$ cat config.mk
export PLATFORM = sky130hd
export DESIGN_NAME = acs_regmap
export DESIGN_NICKNAME = d
export VERILOG_FILES = /design/src/acs_pkg.sv /design/src/acs_regmap.sv
export SDC_FILE = /design/constraint.sdc
export NUM_CORES = 1
export LEC_CHECK = 0
export BUFFER_PORTS_ARGS = -buffer_cell sky130_fd_sc_hd__buf_2
export CORE_UTILIZATION = 45
export CTS_BUF_LIST = sky130_fd_sc_hd__clkbuf_16
export CTS_CLUSTER_DIAMETER = 50
export DETAILED_ROUTE_END_ITERATION = 10
export PLACE_DENSITY = 0.7
export SETUP_SLACK_MARGIN = 0.02
export SLEW_MARGIN = 20
export SYNTH_ARGS = -nofsm -noshare
export SYNTH_HDL_FRONTEND = slang
export SYNTH_SLANG_ARGS = --single-unit
$ cat constraint.sdc
create_clock -name mclk -period 7.7 [get_ports mclk]
set_input_delay 0.77 -clock mclk [delete_from_list [all_inputs] [get_ports mclk]]
set_output_delay 0.77 -clock mclk [all_outputs]
set_load 0.005 [all_outputs]
$ cat src/acs_pkg.sv
/*
 acs_pkg: offsets, field positions, reset values and key values of the
 acceleration sensor register map. Assumes a 6-bit register address space
 reached through a byte-wide register port.
*/
package acs_pkg;
   // register offsets
   localparam logic [5:0] OFS_REVISION_ID = 6'h00;
   localparam logic [5:0] OFS_DEVICE_STATUS = 6'h02;
   localparam logic [5:0] OFS_AXIS_X_LOW = 6'h04;
   localparam logic [5:0] OFS_AXIS_X_HIGH = 6'h05;
   localparam logic [5:0] OFS_AXIS_Y_LOW = 6'h06;
   localparam logic [5:0] OFS_AXIS_Y_HIGH = 6'h07;
   localparam logic [5:0] OFS_AXIS_Z_LOW = 6'h08;
   localparam logic [5:0] OFS_AXIS_Z_HIGH = 6'h09;
   localparam logic [5:0] OFS_RING_OUTPUT = 6'h0F;
   localparam logic [5:0] OFS_TEMPERATURE_LOW = 6'h12;
   localparam logic [5:0] OFS_TEMPERATURE_HIGH = 6'h13;
   localparam logic [5:0] OFS_OPERATING_MODE = 6'h14;
   localparam logic [5:0] OFS_UNREAD_SAMPLE_COUNT = 6'h15;
   localparam logic [5:0] OFS_IRQ_CAUSE = 6'h16;
   localparam logic [5:0] OFS_I2C_READ_POINTER = 6'h17;
   localparam logic [5:0] OFS_INDIRECT_SELECT = 6'h18;
   localparam logic [5:0] OFS_LOCK_KEY = 6'h1E;
   localparam logic [5:0] OFS_IRQ_CONFIG = 6'h21;
   localparam logic [5:0] OFS_INDIRECT_WINDOW = 6'h22;

   // indirect control register bank
   localparam int IND_AW = 4;
   localparam int IND_DEPTH = 16;

   // operating_mode fields
   localparam int MODE_RING_EN_BIT = 7;
   localparam int MODE_FREEFALL_EN_BIT = 4;

   // irq_config fields
   localparam int CFG_FULL_EN_BIT = 7;
   localparam int CFG_HALF_EN_BIT = 6;
   localparam int CFG_MASK_ALL_BIT = 2;
   localparam int CFG_POLARITY_BIT = 0;

   // irq_cause fields
   localparam int CAUSE_FULL_BIT = 7;
   localparam int CAUSE_HALF_BIT = 6;
   localparam int CAUSE_FREEFALL_BIT = 3;
   localparam int CAUSE_MOTION_LSB = 0;

   // lock_key read-back field
   localparam int KEY_OPEN_BIT = 0;

   // key sequence values
   localparam logic [7:0] KEY_FIRST = 8'h00;
   localparam logic [7:0] KEY_SECOND = 8'h50;
   localparam logic [7:0] KEY_THIRD = 8'hA0;

   // reset values
   localparam logic [7:0] RST_MODE = 8'h00;
   localparam logic [7:0] RST_I2C_POINTER = 8'h00;
   localparam logic [7:0] RST_SELECT = 8'h00;
   localparam logic [7:0] RST_IRQ_CONFIG = 8'h00;
   localparam logic [7:0] RST_CAUSE = 8'h00;
   localparam logic [7:0] RST_INDIRECT = 8'h00;
   localparam logic [8:0] RST_TEMP = 9'h000;
   localparam logic [7:0] RST_RDATA = 8'h00;

   typedef enum logic [3:0] {
      KEY_LOCKED = 4'h1,
      KEY_GOT00 = 4'h2,
      KEY_GOT50 = 4'h4,
      KEY_OPEN = 4'h8
   } acs_key_e;
endpackage

$ cat src/acs_regmap.sv
/*
 acs_regmap: register map of a three-axis acceleration sensor, with key
 lock, indirect control window, nonvolatile mirror and interrupt cause.
 Assumes the serial front end turns frames into one-cycle register read
 and write strobes, and the measurement core supplies samples and events.
*/
module acs_regmap #(
   // arbitrary value
   parameter logic [7:0] REVISION_ID = 8'h01
) (
   input wire logic mclk,
   input wire logic sys_rst,
   input wire logic clkEn,
   input wire logic [5:0] hostAddr,
   input wire logic hostWrEn,
   input wire logic hostRdEn,
   input wire logic [7:0] hostWrData,
   output logic [7:0] hostRdData,
   output logic hostRdValid,
   input wire logic [7:0] statusIn,
   input wire logic [7:0] axisXLow,
   input wire logic [7:0] axisXHigh,
   input wire logic [7:0] axisYLow,
   input wire logic [7:0] axisYHigh,
   input wire logic [7:0] axisZLow,
   input wire logic [7:0] axisZHigh,
   input wire logic [8:0] tempValue,
   input wire logic [7:0] ringData,
   input wire logic [7:0] ringCount,
   output logic ringPop,
   input wire logic bufHalfLevel,
   input wire logic bufFullLevel,
   input wire logic freefallEvent,
   input wire logic [2:0] motionEvent,
   input wire logic nvLoad,
   input wire logic [7:0] nvIrqConfig,
   input wire logic nvIndWrEn,
   input wire logic [3:0] nvIndAddr,
   input wire logic [7:0] nvIndData,
   output logic [7:0] operatingMode,
   output logic [7:0] i2cReadPointer,
   output logic [15:0][7:0] indirectRegs,
   output logic unlocked,
   output logic irqPin
);
   acs_pkg::acs_key_e keyState_q, keyState_d;
   logic [7:0] mode_q, mode_d;
   logic [7:0] i2cPtr_q, i2cPtr_d;
   logic [7:0] indSel_q, indSel_d;
   logic [7:0] irqCfg_q, irqCfg_d;
   logic [7:0] cause_q, cause_d;
   logic [15:0][7:0] ind_q, ind_d;
   logic [8:0] tempSnap_q, tempSnap_d;
   logic [7:0] rdData_q, rdData_d;
   logic rdValid_q, rdValid_d;
   logic irqPin_q, irqPin_d;
   logic isOpen;
   logic wrHit;
   logic rdHit;
   logic [7:0] causeSet;
   logic [7:0] causeEnable;
   logic irqActive;
   localparam int IND_AW_M1 = acs_pkg::IND_AW - 1;

   // select and window are the only lock-guarded addresses
   function automatic logic lockGuarded(input logic [5:0] addr);
      return (addr == acs_pkg::OFS_INDIRECT_SELECT) ||
             (addr == acs_pkg::OFS_INDIRECT_WINDOW);
   endfunction

   assign isOpen = (keyState_q == acs_pkg::KEY_OPEN);
   assign wrHit = clkEn && hostWrEn;
   assign rdHit = clkEn && hostRdEn;

   // pop ring
   // no pop on an empty ring, so the sample stream never skips
   assign ringPop = rdHit && (hostAddr == acs_pkg::OFS_RING_OUTPUT) &&
                    (ringCount != 8'h00);

   always_comb begin
      causeSet = 8'h00;
      causeSet[acs_pkg::CAUSE_FULL_BIT] = bufFullLevel;
      causeSet[acs_pkg::CAUSE_HALF_BIT] = bufHalfLevel;
      causeSet[acs_pkg::CAUSE_FREEFALL_BIT] =
         freefallEvent && mode_q[acs_pkg::MODE_FREEFALL_EN_BIT];
      causeSet[acs_pkg::CAUSE_MOTION_LSB +: 3] = motionEvent;
   end

   always_comb begin
      causeEnable = 8'h00;
      causeEnable[acs_pkg::CAUSE_FULL_BIT] =
         irqCfg_q[acs_pkg::CFG_FULL_EN_BIT];
      causeEnable[acs_pkg::CAUSE_HALF_BIT] =
         irqCfg_q[acs_pkg::CFG_HALF_EN_BIT];
      causeEnable[acs_pkg::CAUSE_FREEFALL_BIT] = 1'b1;
      causeEnable[acs_pkg::CAUSE_MOTION_LSB +: 3] = 3'h7;
      irqActive = ((cause_q & causeEnable) != 8'h00) &&
                  !irqCfg_q[acs_pkg::CFG_MASK_ALL_BIT];
   end

   always_comb begin
      keyState_d = keyState_q;
      mode_d = mode_q;
      i2cPtr_d = i2cPtr_q;
      indSel_d = indSel_q;
      irqCfg_d = irqCfg_q;
      ind_d = ind_q;
      tempSnap_d = tempSnap_q;
      rdData_d = rdData_q;
      rdValid_d = rdHit;
      cause_d = cause_q;
      if (nvLoad) begin
         irqCfg_d = nvIrqConfig;
      end
      if (nvIndWrEn) begin
         ind_d[nvIndAddr] = nvIndData;
      end
      // reserved and read-only writes fall through
      if (wrHit) begin
         unique case (hostAddr)
            acs_pkg::OFS_OPERATING_MODE: mode_d = hostWrData;
            acs_pkg::OFS_I2C_READ_POINTER: i2cPtr_d = hostWrData;
            acs_pkg::OFS_IRQ_CONFIG: irqCfg_d = hostWrData;
            acs_pkg::OFS_INDIRECT_SELECT: begin
               if (isOpen) begin
                  indSel_d = hostWrData;
               end
            end
            acs_pkg::OFS_INDIRECT_WINDOW: begin
               if (isOpen) begin
                  ind_d[indSel_q[IND_AW_M1:0]] = hostWrData;
               end
            end
            acs_pkg::OFS_LOCK_KEY: begin
               if (hostWrData == acs_pkg::KEY_FIRST) begin
                  keyState_d = acs_pkg::KEY_GOT00;
               end else if (hostWrData == acs_pkg::KEY_SECOND &&
                            keyState_q == acs_pkg::KEY_GOT00) begin
                  keyState_d = acs_pkg::KEY_GOT50;
               end else if (hostWrData == acs_pkg::KEY_THIRD &&
                            keyState_q == acs_pkg::KEY_GOT50) begin
                  keyState_d = acs_pkg::KEY_OPEN;
               end else begin
                  keyState_d = acs_pkg::KEY_LOCKED;
               end
            end
            default: ;
         endcase
      end
      if (rdHit) begin
         rdData_d = 8'h00;
         unique case (hostAddr)
            acs_pkg::OFS_REVISION_ID: rdData_d = REVISION_ID;
            acs_pkg::OFS_DEVICE_STATUS: rdData_d = statusIn;
            acs_pkg::OFS_AXIS_X_LOW: rdData_d = axisXLow;
            acs_pkg::OFS_AXIS_X_HIGH: rdData_d = axisXHigh;
            acs_pkg::OFS_AXIS_Y_LOW: rdData_d = axisYLow;
            acs_pkg::OFS_AXIS_Y_HIGH: rdData_d = axisYHigh;
            acs_pkg::OFS_AXIS_Z_LOW: rdData_d = axisZLow;
            acs_pkg::OFS_AXIS_Z_HIGH: rdData_d = axisZHigh;
            acs_pkg::OFS_RING_OUTPUT: rdData_d = ringData;
            acs_pkg::OFS_TEMPERATURE_HIGH: begin
               tempSnap_d = tempValue;
               rdData_d = tempValue[8:1];
            end
            acs_pkg::OFS_TEMPERATURE_LOW: rdData_d = {tempSnap_q[0], 7'h00};
            acs_pkg::OFS_OPERATING_MODE: rdData_d = mode_q;
            acs_pkg::OFS_UNREAD_SAMPLE_COUNT: rdData_d = ringCount;
            acs_pkg::OFS_IRQ_CAUSE: begin
               rdData_d = cause_q;
               cause_d = acs_pkg::RST_CAUSE;
            end
            acs_pkg::OFS_I2C_READ_POINTER: rdData_d = i2cPtr_q;
            acs_pkg::OFS_LOCK_KEY: rdData_d[acs_pkg::KEY_OPEN_BIT] = isOpen;
            acs_pkg::OFS_IRQ_CONFIG: rdData_d = irqCfg_q;
            acs_pkg::OFS_INDIRECT_SELECT:
               rdData_d = isOpen ? indSel_q : 8'h00;
            acs_pkg::OFS_INDIRECT_WINDOW:
               rdData_d = isOpen ? ind_q[indSel_q[IND_AW_M1:0]] : 8'h00;
            default: ;
         endcase
      end
      cause_d = cause_d | causeSet;
      irqPin_d = irqCfg_d[acs_pkg::CFG_POLARITY_BIT] ? irqActive :
                 !irqActive;
   end

   always_ff @(posedge mclk or posedge sys_rst) begin
      if (sys_rst) begin
         keyState_q <= acs_pkg::KEY_LOCKED;
         mode_q <= acs_pkg::RST_MODE;
         i2cPtr_q <= acs_pkg::RST_I2C_POINTER;
         indSel_q <= acs_pkg::RST_SELECT;
         irqCfg_q <= acs_pkg::RST_IRQ_CONFIG;
         ind_q <= {acs_pkg::IND_DEPTH{acs_pkg::RST_INDIRECT}};
         tempSnap_q <= acs_pkg::RST_TEMP;
         rdData_q <= acs_pkg::RST_RDATA;
         rdValid_q <= 1'b0;
         cause_q <= acs_pkg::RST_CAUSE;
         irqPin_q <= 1'b1;
      end else if (clkEn) begin
         keyState_q <= keyState_d;
         mode_q <= mode_d;
         i2cPtr_q <= i2cPtr_d;
         indSel_q <= indSel_d;
         irqCfg_q <= irqCfg_d;
         ind_q <= ind_d;
         tempSnap_q <= tempSnap_d;
         rdData_q <= rdData_d;
         rdValid_q <= rdValid_d;
         cause_q <= cause_d;
         irqPin_q <= irqPin_d;
      end
   end

   assign hostRdData = rdData_q;
   assign hostRdValid = rdValid_q;
   assign operatingMode = mode_q;
   assign i2cReadPointer = i2cPtr_q;
   assign indirectRegs = ind_q;
   assign unlocked = isOpen;
   assign irqPin = irqPin_q;
endmodule // acs_regmap
Word level (Yosys, flattened, before mapping) --
Index checks and enable logic that the tools add are counted.
Operators by class: add/sub/neg operators 0, bitwise operators 2, shift operators 0, multiply operators 0, reductions and logical operators 22, equal/unequal tests 23, div/mod/pow operators 0, muxes and demuxes 25, order comparisons 4
Operators by type and width (count):
- 128-bit two-way mux | 4
- 128-bit bitwise mux | 2
- 7-bit case mux with 17 select lines | 1
- 8-bit two-way mux | 10
- 8-bit demux with 4-bit select | 2
- 6-bit by 5-bit == test with 1-bit output (second input constant) | 8
- 8-bit binary-select mux with 4-bit select | 1
- 6-bit by 3-bit == test with 1-bit output (second input constant) | 4
- 6-bit by 4-bit == test with 1-bit output (second input constant) | 3
- 1-bit case mux with 18 select lines | 1
- 8-bit nonzero test | 2
- 6-bit == test (second input constant) | 2
- 4-bit two-way mux | 3
- 3-bit AND reduction | 4
- 1-bit logical AND | 10
- 4-bit by 5-bit < comparator with 1-bit output (second input constant) | 2
- 8-bit bitwise AND | 1
- 8-bit by 7-bit == test with 1-bit output (second input constant) | 1
- 8-bit == test (second input constant) | 1
- 4-bit by 1-bit >= comparator with 1-bit output (second input constant) | 2
- 8-bit logical NOT | 1
- 8-bit OR | 1
- 6-bit by 2-bit == test with 1-bit output (second input constant) | 1
- 6-bit logical NOT | 1
- other kinds (7) | 8
Storage, ports and cells: bits in latches 0, memory bits (writable) 0, output and inout port bits 156, register bits 183, bits of input ports 128, logic and storage cells 102, memories 0, bits in read-only memories 0

Logic depth before layout (Yosys ltp) --
depth after elaboration 10, mapped depth 9, mapped depth without buffers 6

Worst setup path before layout --
No wires, ideal clock.
kind input to register, start in hostAddr[4], end reg ind_q (netlist bit indirectRegs[100]), stages on the path 9, path slack 4.726 ns, data required time 7.623 ns, arrival 2.897 ns, library setup time 0.077 ns, path buffers 3, cells stage by stage buf_2 > or4b_1 > or4_4 > or4_1 > buf_6 > nand2b_2 > buf_6 > o22ai_1 > a21oi_1
Between the ends: longest elaborated chain between the ends 3
Ends and longest elaborated chain:
- start, declared | line acs_regmap.sv:14 | input wire logic [5:0] hostAddr,
- 6-bit == test | line acs_regmap.sv:120 | unique case (hostAddr)
- 128-bit two-way mux | line acs_regmap.sv:120
- 128-bit two-way mux | line acs_regmap.sv:119 | if (wrHit) begin
- end signal, assigned | line acs_regmap.sv:195 | ind_q <= {acs_pkg::IND_DEPTH{acs_pkg::RST_INDIRECT}};
- end signal, assigned | line acs_regmap.sv:207 | ind_q <= ind_d;
- end, declared | line acs_regmap.sv:52 | logic [15:0][7:0] ind_q, ind_d;
No other way between the ends. A chain may end at the register's enable or synchronous reset.

Worst setup path in the final report --
start in clkEn, end reg ind_q (netlist bit indirectRegs[57])
Between the ends: longest elaborated chain between the ends 2
Ends and longest elaborated chain:
- start, declared | line acs_regmap.sv:13 | input wire logic clkEn,
- 1-bit logical AND | line acs_regmap.sv:72 | assign wrHit = clkEn && hostWrEn;
- 128-bit two-way mux | line acs_regmap.sv:119
Parallel ways exist; a longest one is shown, timed or not.

==> impl_metrics.yaml <==
status:
  status: "complete, no violations"
drt:
  ant_nets: 0
  vias_per_cell: 6.751
  initialDrtViolationCount: 1604
  first_pass_iters: 6
  routed_wl_um: 42040
  wire_per_inst_um: 26.64
  vias: 10650
  drc: 0
timing:
  rsz0062_at_grt: "false"
  setup_ws_ps: 4241
  final_hold_viol_count: 0
  setup_viol: 0
  fin_worst_skew_ps: 17.83
  tightest_slew_ps: 1158
  final_period_minus_worst_setup_slack_ps: 3459
  relSlewSlack_pct: 22.21
  fmax_ghz: 0.2891
  tns_ps: 0
  period_share_pct: 44.92
  slew_violations: 0
setup_path:
  rr_endpoint: "indirectRegs[57]$_DFFE_PP0P_"
  r2r-start: "keyState_q[0]$_DFFE_PP1P_"
  worstPathArrival_ps: 3820
  path_class: "input pin to register"
  r2r_cells: 7
  required_ps: 8060
  worst_path_largest_cell_delay_ps: 710
  critPathMostFrequentCell: "buf_4"
  endpoint_kind: "register"
  worstSetupStartpointType: "input pin"
  cp_slowest_cell: "a21boi_1"
  cp_cell_sequence: "buf_4, nand2_1, nor4_2, buf_4, nand4_1, a21boi_1, nor2_1, a21oi_1"
  r2r_slack_ps: 4540
  path_max_fanout: 76
clock_network:
  cts_sinks: 181
  post_cts_resized: 0
  worstSkewPairLatency_ps: 450
  htreeDepth: 4
  clkTransAtPathRegs_ps: 80
  clockRootBuffer: "clkbuf_16"
  cts_buffers: 17
  cts_tree: "built"
  cts_hold_buf: 0
  cts_setup_buffers: 0
  cts_buffer_depth: 2
power:
  power.leakage_uw: 0.005477
  p_switching_uw: 1005
  pwr-share-clk_pct: 31.1
  pwr_density_cell_mw_per_mm2: 237.3
  p_sw_share_pct: 34.37
  ir_worst_vdd_uv: 139.2
  p_int_uw: 1919
  comb_power_share_pct: 23.0
  seqPwrFrac_pct: 46.0
cells_and_area:
  nets: 1411
  final_cells: 1578
  fin_util_pct: 55.75
  final_common_cell: "buf_2"
  syn2layout_area_growth_pct: 20.05
  layout_common_cells: "buf_2 (282), dfrtp_1 (178), nor2_1 (145)"
  drive_gt1_share_pct: 33.18
floorplanning:
  die_area_mm2: 0.02341
  start_util_pct: 46.44
  core_area_mm2: 0.02209
  die_w_um: 153.0
  ioPinCount: 284
  die_h_um: 153.0
  num_rows: 54
grt:
  grt.overflow.total: 0
  grt_max_degree: 106
  grt_use_total_pct: 36.02
  grt_pass1_vias: 10070
  antenna_found_initial: 2
  grt_pass1_wl_um: 63220
worst_hold_path:
  min_path_cells: 2
  holdPathEnd: "hostRdData[7]$_DFFE_PP0P_"
  min_from: "hostRdData[7]$_DFFE_PP0P_"
  hp-class: "register to register"
run:
  cap_violations: 0
synth:
  synth_seq_area_share_pct: 44.17
  synth-seq-cells: 181
  synth_area_leaders: "dfrtp_1 (44%), o22ai_1 (7.9%), mux4_2 (7.2%)"
  synthDistinctLibCells: 60
  async_flop_share_pct: 100.0
  synth_top_area_share_pct: 43.65
  synthesis.area_mm2: 0.01026
  yosysWarnings: 0
  syn-instance-count: 1064
  yosys.area.top_type: "dfrtp_1"
  synth-edff-count: 0
  synth_nets: 1192
  synthFlopType: "dfrtp_1"
  syn_area_per_cell_um2: 9.644
place:
  gp_congestion: 0.9687
  dp_hpwl_um: 29100
  port_buffers: 283
  pre_cts_ws_ps: 3933
  dp_cells: 1544
area by class of cell:
type | count | area (um2)
tap | 280 | 350.3
timing repair buffer | 296 | 1520
inverter | 18 | 72.57
antenna | 2 | 5.005
fill | 1928 | 9776
clock buffer | 17 | 425.4
multi-input combinational | 769 | 5234
clock inverter | 15 | 177.7
sequential | 181 | 4533
how the worst max path moves through the flow:
stage,depth (start not counted),end,from,slack (ps)
2_1_floorplan,1,cause_q[0]$_DFFE_PP0P_,sys_rst,2020
3_3_place_gp,8,indirectRegs[57]$_DFFE_PP0P_,clkEn,4020
3_5_place_dp,8,indirectRegs[62]$_DFFE_PP0P_,clkEn,3930
4_1_cts,8,indirectRegs[57]$_DFFE_PP0P_,clkEn,4350
5_1_grt,8,indirectRegs[57]$_DFFE_PP0P_,clkEn,4020
6_report,8,indirectRegs[57]$_DFFE_PP0P_,clkEn,4240
power groups by stage:
stage | clock, uW | combinational [uW] | sequential [uW]
5_1_grt | 950 | 728 | 1360
6_report | 908 | 672 | 1340
3_5_place_dp | 0 | 659 | 1350
2_1_floorplan | 0 | 322 | 1290
3_3_place_gp | 0 | 642 | 1350
4_1_cts | 906 | 664 | 1330
state kept, by name, summed over array words and instances, names as in the netlist:
register        flops
cause_q             6
hostRdData          8
hostRdValid         1
i2cReadPointer      8
indSel_q            8
indirectRegs      128
irqCfg_q            8
irqPin              1
keyState_q          4
operatingMode       8
tempSnap_q          1
synthesized netlist by cell type (4+ instances only):
cell type and count:
nand2b_1 12, a211oi_1 14, buf_1 15, a221oi_1 7, mux2_2 25, o22ai_1 129
mux2i_1 11, a22oi_1 35, inv_1 17, nor4_1 9, nor2_1 145, or4_1 6
a22o_1 6, a21boi_4 4, a21oi_1 139, a21boi_2 9, dfrtp_1 179, nand4_2 10
and3_1 4, nor2b_1 12, nand2b_2 4, o21ai_0 12, mux4_2 33, buf_6 8
clkbuf_1 69, nand2_1 45, nand4_1 9, a222oi_1 11, o221a_2 6, nor3_1 15
nand3_1 17, nor4b_1 4
layer usage:
layer  track usage [%]  share of wire, %  wire length (um)
met5                 0                 0                 0
met3             8.874                13              5542
met4             14.67               4.1              1728
met1             51.85                40             16760
met2             51.83                43             18010
worst max-delay path, delay by kind of cell:
kind                   cells  cell delay (ps)
AO/OA/AOI/OAI              2              880
AND/OR/NAND/NOR            4             1200
buffers and inverters      2              880
per-stage QoR:
stage / cell area, um2 / hold slack, ps / power (uW)
floorplan: 10260 / 457.7 / 1608
global placement: 11710 / 476.2 / 1989
detailed placement: 11710 / 483.9 / 2007
CTS: 12310 / 498.5 / 2901
global route: 12320 / 508.8 / 3037
finish: 12320 / 499.6 / 2923
cells by family (layout without fill, tap and decap cells):
logic type	Yosys count	in the layout	synth area share [%]
buffers and inverters	114	346	4.829
AOI/OAI and AO/OA	385	385	24.42
xor gates and xnor gates	1	1	0.08537
muxes	69	69	11.06
DFF	181	181	44.17
other	0	2	0
and+or+nand+nor	314	314	15.44
Note: power is estimated with default switching activity, not from simulation.
